$ cat src/rtl/dqps_map.vh
// constants for the strobe phase-shift capture block
`ifndef DQPS_MAP_VH
`define DQPS_MAP_VH
`define DQPS_CODE_W      6
`define DQPS_CODE_RST    6'h00
`define DQPS_SRC_W       3
`define DQPS_SRC_PLL     3'h4
`define DQPS_TOP_PLL     3'h5
`define DQPS_BOT_PLL     3'h6
`define DQPS_MODE_W      3
`define DQPS_MODE_X4     3'h0
`define DQPS_MODE_X8     3'h1
`define DQPS_MODE_X9     3'h2
`define DQPS_MODE_X16    3'h3
`define DQPS_MODE_X18    3'h4
`define DQPS_MODE_X32    3'h5
`define DQPS_MODE_X36    3'h6
`define DQPS_MAX_PAIRS   18
`define DQPS_MAX_SIDE_A  10
`define DQPS_MAX_SIDE_B  8
`define DQPS_BANK_TOP0   3
`define DQPS_BANK_TOP1   4
`define DQPS_BANK_BOT0   7
`define DQPS_BANK_BOT1   8
`define DQPS_LOCK_CNT    8'h04
`endif

$ cat src/rtl/dqps_buf2.v
// two-entry valid/ready buffer
`timescale 1ns/100ps
`default_nettype none
module dqps_buf2 #(
    parameter W = 72
) (
    // clock and reset
    input  wire         i_ref_clk,
    input  wire         i_arst_n,
    // fill side
    input  wire         i_valid,
    input  wire [W-1:0] i_data,
    output wire         o_ready,
    // drain side
    output wire         o_valid,
    output wire [W-1:0] o_data,
    input  wire         i_ready
);
    reg [W-1:0] mem_reg [0:1];
    reg         wp_reg;
    reg         rp_reg;
    reg [1:0]   cnt_reg;
    wire        push = i_valid && (cnt_reg != 2'h2);
    wire        pop  = i_ready && (cnt_reg != 2'h0);

    assign o_ready = (cnt_reg != 2'h2);
    assign o_valid = (cnt_reg != 2'h0);
    assign o_data  = mem_reg[rp_reg];

    always @(posedge i_ref_clk or negedge i_arst_n) begin
        if (!i_arst_n) begin
            wp_reg    <= 1'b0;
            rp_reg    <= 1'b0;
            cnt_reg   <= 2'h0;
            mem_reg[0] <= {W{1'b0}};
            mem_reg[1] <= {W{1'b0}};
        end else begin
            if (push) begin
                mem_reg[wp_reg] <= i_data;
                wp_reg          <= ~wp_reg;
            end
            if (pop)
                rp_reg <= ~rp_reg;
            if (push && !pop)
                cnt_reg <= cnt_reg + 2'h1;
            else if (pop && !push)
                cnt_reg <= cnt_reg - 2'h1;
        end
    end
endmodule // dqps_buf2
`default_nettype wire

$ cat src/rtl/dqps_edge_capture.v
// one edge of strobe phase-shift capture: reference controller, delays and ddr capture
`timescale 1ns/100ps
`default_nettype none
`include "dqps_map.vh"
module dqps_edge_capture #(
    parameter       NGRP    = 4,
    parameter       DW      = 36,
    parameter [2:0] OWN_PLL = `DQPS_TOP_PLL,
    parameter       MAXD    = 63
) (
    // clock and reset
    input  wire                    i_ref_clk,
    input  wire                    i_arst_n,
    // reference selection
    input  wire [3:0]              i_pin_ref,
    input  wire [`DQPS_SRC_W-1:0]  i_ref_sel,
    input  wire [`DQPS_SRC_W-1:0]  i_pll_id,
    input  wire                    i_pll_ref,
    // group configuration
    input  wire [`DQPS_MODE_W-1:0] i_mode,
    input  wire [3:0]              i_bank,
    input  wire [NGRP-1:0]         i_side_b,
    // memory pins
    input  wire [NGRP-1:0]         i_strobe,
    input  wire [NGRP*DW-1:0]      i_dq,
    // captured words
    output wire                    o_valid,
    output wire [2*NGRP*DW-1:0]    o_data,
    input  wire                    i_ready,
    // status
    output reg  [`DQPS_CODE_W-1:0] o_code,
    output reg                     o_locked,
    output wire                    o_cfg_err,
    output wire [NGRP-1:0]         o_local_strobe
);
    localparam ST_SEARCH = 1'b0;
    localparam ST_TRACK  = 1'b1;

    // reference source: own pin group or the one permitted pll
    wire pll_ok  = (i_pll_id == OWN_PLL);
    reg  ref_raw;
    // out-of-range selects give no reference at all
    always @* begin
        case (i_ref_sel)
            3'h0, 3'h1, 3'h2, 3'h3: ref_raw = i_pin_ref[i_ref_sel[1:0]];
            `DQPS_SRC_PLL:          ref_raw = i_pll_ref & pll_ok;
            default:                ref_raw = 1'b0;
        endcase
    end
    wire bank_ok = (i_bank == `DQPS_BANK_TOP0) || (i_bank == `DQPS_BANK_TOP1) ||
                   (i_bank == `DQPS_BANK_BOT0) || (i_bank == `DQPS_BANK_BOT1);
    integer k;
    reg [4:0] nb_reg;
    always @* begin
        nb_reg = 5'h00;
        for (k = 0; k < NGRP; k = k + 1)
            nb_reg = nb_reg + {4'h0, i_side_b[k]};
    end
    wire pairs_ok = (NGRP <= `DQPS_MAX_PAIRS) && (nb_reg <= `DQPS_MAX_SIDE_B) &&
                    ((NGRP - nb_reg) <= `DQPS_MAX_SIDE_A);
    wire src_ok   = (i_ref_sel[2] == 1'b0) || (i_ref_sel == `DQPS_SRC_PLL && pll_ok);
    assign o_cfg_err = !(bank_ok && pairs_ok && src_ok && i_mode <= `DQPS_MODE_X36);

    // reference synchroniser and period measurement
    reg ref_s1_reg, ref_s2_reg, ref_s3_reg;
    always @(posedge i_ref_clk or negedge i_arst_n) begin
        if (!i_arst_n) begin
            ref_s1_reg <= 1'b0;
            ref_s2_reg <= 1'b0;
            ref_s3_reg <= 1'b0;
        end else begin
            ref_s1_reg <= ref_raw;
            ref_s2_reg <= ref_s1_reg;
            ref_s3_reg <= ref_s2_reg;
        end
    end
    wire ref_rise = ref_s2_reg & ~ref_s3_reg;

    reg [`DQPS_CODE_W-1:0] per_reg;
    // quarter-period delay code, one value for the whole edge
    wire [`DQPS_CODE_W-1:0] code_next = {2'b00, per_reg[`DQPS_CODE_W-1:2]};
    reg [7:0]              stable_reg;
    reg                    state_reg;
    always @(posedge i_ref_clk or negedge i_arst_n) begin
        if (!i_arst_n) begin
            per_reg    <= `DQPS_CODE_RST;
            o_code     <= `DQPS_CODE_RST;
            stable_reg <= 8'h00;
            state_reg  <= ST_SEARCH;
            o_locked   <= 1'b0;
        end else if (ref_rise) begin
            // the rise cycle counts too, so a period of n clocks gives n/4
            per_reg <= 6'h01;
            o_code  <= code_next;
            case (state_reg)
                ST_SEARCH: begin
                    if (code_next == o_code && code_next != `DQPS_CODE_RST)
                        stable_reg <= stable_reg + 8'h01;
                    else
                        stable_reg <= 8'h00;
                    if (stable_reg == `DQPS_LOCK_CNT) begin
                        state_reg <= ST_TRACK;
                        o_locked  <= 1'b1;
                    end
                end
                ST_TRACK: begin
                    if (code_next == `DQPS_CODE_RST) begin
                        state_reg  <= ST_SEARCH;
                        o_locked   <= 1'b0;
                        stable_reg <= 8'h00;
                    end
                end
                default: state_reg <= ST_SEARCH;
            endcase
        end else if (per_reg != {`DQPS_CODE_W{1'b1}}) begin
            per_reg <= per_reg + 6'h01;
        end
    end

    // per-group delay, local strobe net and ddr capture
    wire [2*NGRP*DW-1:0] word_all;
    wire [NGRP-1:0]      ev_all;
    reg  [35:0]          mask_full;
    wire [DW-1:0]        mask = mask_full[DW-1:0];
    // width mask, cut to the group width actually built
    always @* begin
        case (i_mode)
            `DQPS_MODE_X4:  mask_full = 36'h0_0000_000f;
            `DQPS_MODE_X8:  mask_full = 36'h0_0000_00ff;
            `DQPS_MODE_X9:  mask_full = 36'h0_0000_01ff;
            `DQPS_MODE_X16: mask_full = 36'h0_0000_ffff;
            `DQPS_MODE_X18: mask_full = 36'h0_0003_ffff;
            `DQPS_MODE_X32: mask_full = 36'h0_ffff_ffff;
            default:        mask_full = 36'hf_ffff_ffff;
        endcase
    end
    genvar g;
    generate
        for (g = 0; g < NGRP; g = g + 1) begin : grp
            reg [1:0]    ss_reg;
            reg [MAXD:0] dl_reg;
            reg          dq_prev_reg;
            reg          ev_reg;
            reg [DW-1:0] dq1_reg, dq2_reg, hi_reg, lo_reg, latch_reg;
            wire         lstrobe = dl_reg[o_code];
            assign o_local_strobe[g]          = lstrobe;
            assign ev_all[g]                  = ev_reg;
            assign word_all[g*2*DW +: 2*DW] = {latch_reg, lo_reg};
            always @(posedge i_ref_clk or negedge i_arst_n) begin
                if (!i_arst_n) begin
                    ss_reg      <= 2'b00;
                    dl_reg      <= {(MAXD+1){1'b0}};
                    dq_prev_reg <= 1'b0;
                    dq1_reg     <= {DW{1'b0}};
                    dq2_reg     <= {DW{1'b0}};
                    hi_reg      <= {DW{1'b0}};
                    lo_reg      <= {DW{1'b0}};
                    latch_reg   <= {DW{1'b0}};
                    ev_reg      <= 1'b0;
                end else begin
                    ss_reg      <= {ss_reg[0], i_strobe[g]};
                    dl_reg      <= {dl_reg[MAXD-1:0], ss_reg[1]};
                    dq1_reg     <= i_dq[g*DW +: DW];
                    dq2_reg     <= dq1_reg;
                    dq_prev_reg <= lstrobe;
                    ev_reg      <= 1'b0;
                    if (lstrobe && !dq_prev_reg)
                        hi_reg <= dq2_reg & mask;
                    if (!lstrobe && dq_prev_reg) begin
                        lo_reg    <= dq2_reg & mask;
                        latch_reg <= hi_reg;
                        ev_reg    <= 1'b1;
                    end
                end
            end
        end
    endgenerate

    dqps_buf2 #(.W(2*NGRP*DW)) u_buf (
        .i_ref_clk (i_ref_clk),
        .i_arst_n  (i_arst_n),
        .i_valid   (ev_all[0] && o_locked && !o_cfg_err),
        .i_data    (word_all),
        .o_ready   (),
        .o_valid   (o_valid),
        .o_data    (o_data),
        .i_ready   (i_ready)
    );
endmodule // dqps_edge_capture
`default_nettype wire

$ cat config.mk
export PLATFORM = sky130hd
export DESIGN_NAME = dqps_edge_capture
export DESIGN_NICKNAME = d
export VERILOG_FILES = /design/src/rtl/dqps_buf2.v /design/src/rtl/dqps_edge_capture.v
export VERILOG_INCLUDE_DIRS = /design/src /design/src/rtl
export SDC_FILE = /design/constraint.sdc
export NUM_CORES = 2
export LEC_CHECK = 0
export BUFFER_PORTS_ARGS = -buffer_cell sky130_fd_sc_hd__buf_2
export CORE_ASPECT_RATIO = 0.5
export CORE_MARGIN = 2
export CORE_UTILIZATION = 50
export DETAILED_ROUTE_END_ITERATION = 16
export PLACE_DENSITY = 0.79
export SLEW_MARGIN = 20
export SYNTH_ARGS = -nofsm -noshare
export SYNTH_HDL_FRONTEND = slang
export SYNTH_SLANG_ARGS = --single-unit
$ cat constraint.sdc
create_clock -name i_ref_clk -period 7.35 [get_ports i_ref_clk]
set_input_delay 1.1025 -clock i_ref_clk [delete_from_list [all_inputs] [get_ports i_ref_clk]]
set_output_delay 1.1025 -clock i_ref_clk [all_outputs]
set_load 0.1 [all_outputs]
# Word-level counts from Yosys, hierarchy flattened
# Cells that the tools add are included.
[totals] regBits=1400 word_cells=173
[classes] addsub=8 magnitude_cmp=8 eq_ne=20 mux=32 n_bitwise=13 n_reduce_logical=46
[ops] op="2-to-1 mux 288 bit" count=4
[ops] op="bitwise mux 576 bit" count=1
[ops] op="demux 288 bit (select 1 bit)" count=1
[ops] op="one-hot mux 36 bit (6 select lines)" count=1
[ops] op="AND 36 bit" count=4
[ops] op="less-or-equal comparator 32 x 4 -> 1 bit (second input constant)" count=1
[ops] op="logical AND 1 bit" count=21
[ops] op="binary-select mux 1 bit (select 4 bit)" count=4
[ops] op="2-to-1 mux 8 bit" count=2
[ops] op="one-hot mux 8 bit (2 select lines)" count=1
[ops] op="equality test 3 x 2 -> 1 bit (second input constant)" count=4
[ops] op="equality test 3 bit (second input constant)" count=4
[ops] op="2-to-1 mux 6 bit" count=2
[ops] op="logical NOT 1 bit" count=11
[ops] op="2-to-1 mux 1 bit" count=10
[ops] op="adder 8 x 1 -> 8 bit (second input constant)" count=1
[ops] op="equality test 4 x 3 -> 1 bit (second input constant)" count=2
[ops] op="equality test 8 x 3 -> 1 bit (second input constant)" count=1
[ops] op="< comparator 4 x 7 -> 1 bit (second input constant)" count=1
[ops] op="adder 6 x 1 -> 6 bit (second input constant)" count=1
[ops] op="equality test 3 x 1 -> 1 bit (second input constant)" count=2
[ops] op="logical NOT 3 bit" count=2
[ops] op="logical NOT 6 bit" count=1
[ops] op="!= test 6 bit (second input constant)" count=1
[ops] op="other kinds (28)" count=44

# Depth between registers and ports, before layout
[logic_depth] word_depth=15 ltp_mapped=12 depth_no_buf=12

# By module
# Synthesis repeated with hierarchy kept, for this count alone.
[unflattened] cells_unflattened=3201 area_unflattened_um2=55346.8
[by_module_without_submodules] mod="dqps_edge_capture" instances=1 cells_each=1648 area_per_inst_um2=28588.7 seq_area_each_um2=20519.7
[by_module_without_submodules] mod="dqps_buf2" instances=1 cells_each=1553 area_per_inst_um2=26758.2 seq_area_each_um2=14513.9

# Least setup slack after synthesis
# No wires, ideal clock.
[synth_path] path_type="input port to flip-flop" startpoint="input i_side_b[0]" endpoint="register u_buf.mem_reg[555] (netlist bit)" setup_ns=0.125 arrival_ns=4.841 setup_slack_ns=2.384 stages=12 path_buffers=2 cell_sequence="fa_1 > ha_1 > ha_1 > or2_2 > ha_1 > nand2_1 > a311o_1 > a211o_1 > nor3_2 > buf_2 > buf_4 > mux2_2"
[synth_between] elab_chain_cells=11 elab_cells_between_ends=12 classes_between="add/sub: 4; order compare: 2; reduce/logical: 6"
[synth_rtl] element="start, declared" line="dqps_edge_capture.v:22" rtl="input wire [NGRP-1:0] i_side_b,"
[synth_rtl] element="adder 1 x 1 -> 2 bit *" line="dqps_edge_capture.v:57" rtl="nb_reg = nb_reg + {4'h0, i_side_b[k]};"
[synth_rtl] element="adder 2 x 1 -> 3 bit *" line="dqps_edge_capture.v:57"
[synth_rtl] element="adder 3 x 1 -> 4 bit *" line="dqps_edge_capture.v:57"
[synth_rtl] element="subtractor 3 x 4 -> 5 bit" line="dqps_edge_capture.v:60" rtl="((NGRP - nb_reg) <= `DQPS_MAX_SIDE_A);"
[synth_rtl] element="less-or-equal comparator 32 x 4 -> 1 bit (no source line)"
[synth_rtl] element="logical AND 1 bit *" line="dqps_edge_capture.v:59" rtl="wire pairs_ok = (NGRP <= `DQPS_MAX_PAIRS) && (nb_reg <= `DQPS_MAX_SIDE_B) &&"
[synth_rtl] element="logical AND 1 bit * (2 in series)" line="dqps_edge_capture.v:62" rtl="assign o_cfg_err = !(bank_ok && pairs_ok && src_ok && i_mode <= `DQPS_MODE_X36);"
[synth_rtl] element="logical AND 1 bit (no source line) *"
[synth_rtl] element="logical AND 1 bit *" line="dqps_edge_capture.v:182" rtl=".i_valid (ev_all[0] && o_locked && !o_cfg_err),"
[synth_rtl] element="logical AND 1 bit *" line="dqps_buf2.v:23" rtl="wire push = i_valid && (cnt_reg != 2'h2);"
[synth_rtl] element="end signal, assigned by index" line="dqps_buf2.v:39" rtl="mem_reg[wp_reg] <= i_data;"
[synth_rtl] element="end, declared" line="dqps_buf2.v:19" rtl="reg [W-1:0] mem_reg [0:1];"
# Every way passes the cells marked *; elsewhere a longest branch is shown, timed or not.
# A chain may end at the register's enable or synchronous reset.

# Worst setup path after layout
[layout_path] startpoint="input i_side_b[0]" endpoint="output o_cfg_err"
[layout_between] elab_chain_cells=10 elab_cells_between_ends=11 classes_between="add/sub: 4; order compare: 2; reduce/logical: 5"
[layout_rtl] element="adder 1 x 1 -> 2 bit *" line="dqps_edge_capture.v:57"
[layout_rtl] element="adder 2 x 1 -> 3 bit *" line="dqps_edge_capture.v:57"
[layout_rtl] element="adder 3 x 1 -> 4 bit *" line="dqps_edge_capture.v:57"
[layout_rtl] element="subtractor 3 x 4 -> 5 bit" line="dqps_edge_capture.v:60"
[layout_rtl] element="less-or-equal comparator 32 x 4 -> 1 bit (no source line)"
[layout_rtl] element="logical AND 1 bit *" line="dqps_edge_capture.v:59"
[layout_rtl] element="logical AND 1 bit * (2 in series)" line="dqps_edge_capture.v:62"
[layout_rtl] element="logical AND 1 bit (no source line) *"
[layout_rtl] element="logical NOT 1 bit *" line="dqps_edge_capture.v:62"
[layout_rtl] element="end, declared" line="dqps_edge_capture.v:33" rtl="output wire o_cfg_err,"
# Marked as above.

==> run metrics <==
GR Util All Layers 0.209; Starting Density 0.503; fraction of registers with async set/reset 1.00; Worst Max-Slew Pin Slew 1.03 ns; Core Region 105000 um^2; PortBufs between 400 and 500; die width 463 um; Setup Buffers After CTS 0; P&R area growth vs syn 15.0%; Die ar. ~110000 um^2; CP Class in2out; post-route clock skew 0.0479 ns; syn avg cell area 16.5 um^2; total wire length about 110 mm; Via Count 27.6k; post-route ant nets 0; final hold violation count 0; period utilization 0.685; overflow left after global routing 0; layout cells sized above 1 0.538; die height roughly 230 um; status complete, no violations; clock-pin transition on the worst setup and hold timing paths 0.07 ns; TritonCTS clock tree yes; Hold Path Origin grp[3].dq1_reg[17]; area occupied by registers about 35000 um^2; power density over cell area 334 nW/um^2; FF-to-FF Start o_code[2]; Detail Placement HPWL 71.4 mm; Final min period 5.03 ns; Hold/Removal Path Class reg2reg; MaxCap Viol Count 0; Rel. slew slack 0.314; vias in the first global route 30.1k; Worst Setup Start Kind input port; Final TNS setup 0 ns; crit end category output port; FP Rows 84; synthesized instance count about 3.2k; clk sinks 1400; Primary FF master, synth dfrtp_1; H-tree Lvls 3; DR iter-0 viols 1523; max-slew violation count 0; synthesized cell area about 53000 um^2; Wirelength per Cell around 22 um; most area-hungry cell type in the Yosys netlist dfrtp_1; r2r setup slk 3.73 ns; nets@finish 3844; RSZ-0062 raised after global routing false; hold path depth 0; Peak VDD IR 0.246 mV; WP data required 6.25 ns; EDFF count, synth 0; max reg flops ~580; RR Endpoint grp[3].lo_reg[16]; Place WS 1.86 ns; cts repair resizes 0; Synth cell types between 40 and 50; Hold Path Sink grp[3].dq2_reg[17]; fmax 0.199 GHz; Synth top area share 0.665; CTS Buffer Depth 3; # hold bufs at CTS 0; first-pass GRT wire length 175 mm; Final setup viols 0; CTS Buf Count about 110; flop and latch count out of synthesis roughly 1.4k; # IOs 474; DR vias/cell 5.33; largest net degree at the start of global routing about 190; Synth area leaders dfrtp_1 (66%), mux2_2 (28%), and2_1 (0.78%); Crit path arrival time 3.93 ns; DRT Pass-1 Iters 4; post-layout worst setup margin 2.32 ns; P_leak between 30 and 40 nW; Yosys warnings 0; Fill cells ~8k; GP Congestion 0.797; Root Buffer clkbuf_16; antenna violations before repair 13; sequential area share after synthesis 0.665; CP Max Fanout 2; footprint of the multi-input gates 16900 um^2; Worst-Skew Late Latency 0.74 ns; reg2reg path depth 7; Post-route DRC 0
cell families after synthesis:
logic type                 share of synthesized area
AOI/OAI and AO/OA                            0.00686
xor gates and xnor gates                     0.00183
adders and majority gates                    0.00228
buffers and inverters                         0.0165
DFF                                            0.665
muxes                                          0.284
other                                      0.0000711
and+or+nand+nor                               0.0244
power by group:
part	internal, mW	switching (mW)	total [mW]
registers	8.90	0.843	9.74
clock network	3.59	2.84	6.43
logic	2.01	2.08	4.10
final cells by class:
cell class / count / area share
Sequential cell: 1400 / 0.578
Clock inverter: 47 / 0.0102
Antenna cell: 8 / 0.000330
Tap cell: 1419 / 0.0293
Clock buffer: 163 / 0.0556
Inverter: 6 / 0.000372
Timing Repair Buffer: 513 / 0.0474
Multi-Input combinational cell: 1627 / 0.279
synth_stat cells, types with 3 or more instances:
master,count
a31oi_1,4
nor2_1,12
xor2_1,7
buf_1,10
mux2_2,1296
xnor2_1,4
a22oi_1,4
a22o_1,6
dfrtp_1,1400
nand3_1,13
a21oi_1,7
nand2_1,38
nand4_1,4
buf_4,28
nor2b_1,55
and3_1,24
nor3_1,6
mux2i_1,33
buf_2,78
ha_1,8
o21ai_0,8
a32oi_1,4
and2_1,66
clkbuf_1,56
nor4b_1,3
a21oi_2,4
inv_1,6
metrics by stage:
stage	util	instances	instance area [um^2]	hold slack, ns	power [mW]
6_report	0.578	5183	60600	0.337	20.3
5_1_grt	0.578	5182	60600	0.353	21.2
4_1_cts	0.578	5174	60600	0.336	20.5
3_5_place_dp	0.540	4964	56600	0.335	14.0
3_3_place_gp	0.540	4964	56600	0.332	13.8
2_1_floorplan	-	3205	52700	0.331	12.8
placed cells by master, fill, tap and decap left out, types with 3 or more instances in the layout:
cell type and instances:
dfrtp_1 1398, a21oi_1 6, clkinvlp_4 8, clkbuf_1 18
mux2i_1 33, and3_1 20, and2_1 66, diode_2 8
o21ai_0 8, xor2_1 7, buf_4 28, nand2_1 37
clkbuf_8 29, a22oi_1 4, a22o_1 6, nand3_1 13
nor3_1 5, a31oi_1 4, clkinv_2 22, nand4_1 4
mux2_2 1296, nor2b_1 55, xnor2_1 4, inv_1 6
nor4b_1 3, and3_4 4, buf_12 14, ha_1 8
a21oi_4 5, buf_2 470, nor2_1 12, clkbuf_16 116
a32oi_1 4, bufinv_16 11
worst max-delay path, cell delays in order:
cell	delay, ns
buf_2	0.11
fa_1	0.49
ha_1	0.20
ha_1	0.29
or2_2	0.28
ha_1	0.28
nand2_1	0.05
a311o_1	0.46
a211o_1	0.32
buf_2	0.34
metal layers:
layer / global-route usage / vias to the layer above / wire length, um
met1: 0.259 / 14800 / 46300
met2: 0.360 / 407 / 58000
li1: - / 12200 / -
met4: 0.0990 / 2 / 5310
met3: 0.0342 / 257 / 3350
met5: 0 / - / 13
how the worst max path moves through the flow:
stage / to / slack (ns) / startpoint
floorplan: u_buf.mem_reg[555] / 2.38 / i_side_b[0]
finish: o_cfg_err / 2.32 / i_side_b[0]
global placement: u_buf.mem_reg[391] / 1.91 / i_side_b[0]
CTS: o_cfg_err / 2.30 / i_side_b[0]
global route: o_cfg_err / 2.21 / i_side_b[0]
detailed placement: u_buf.mem_reg[487] / 1.86 / i_side_b[0]
Power figures use the tool's default switching activity.
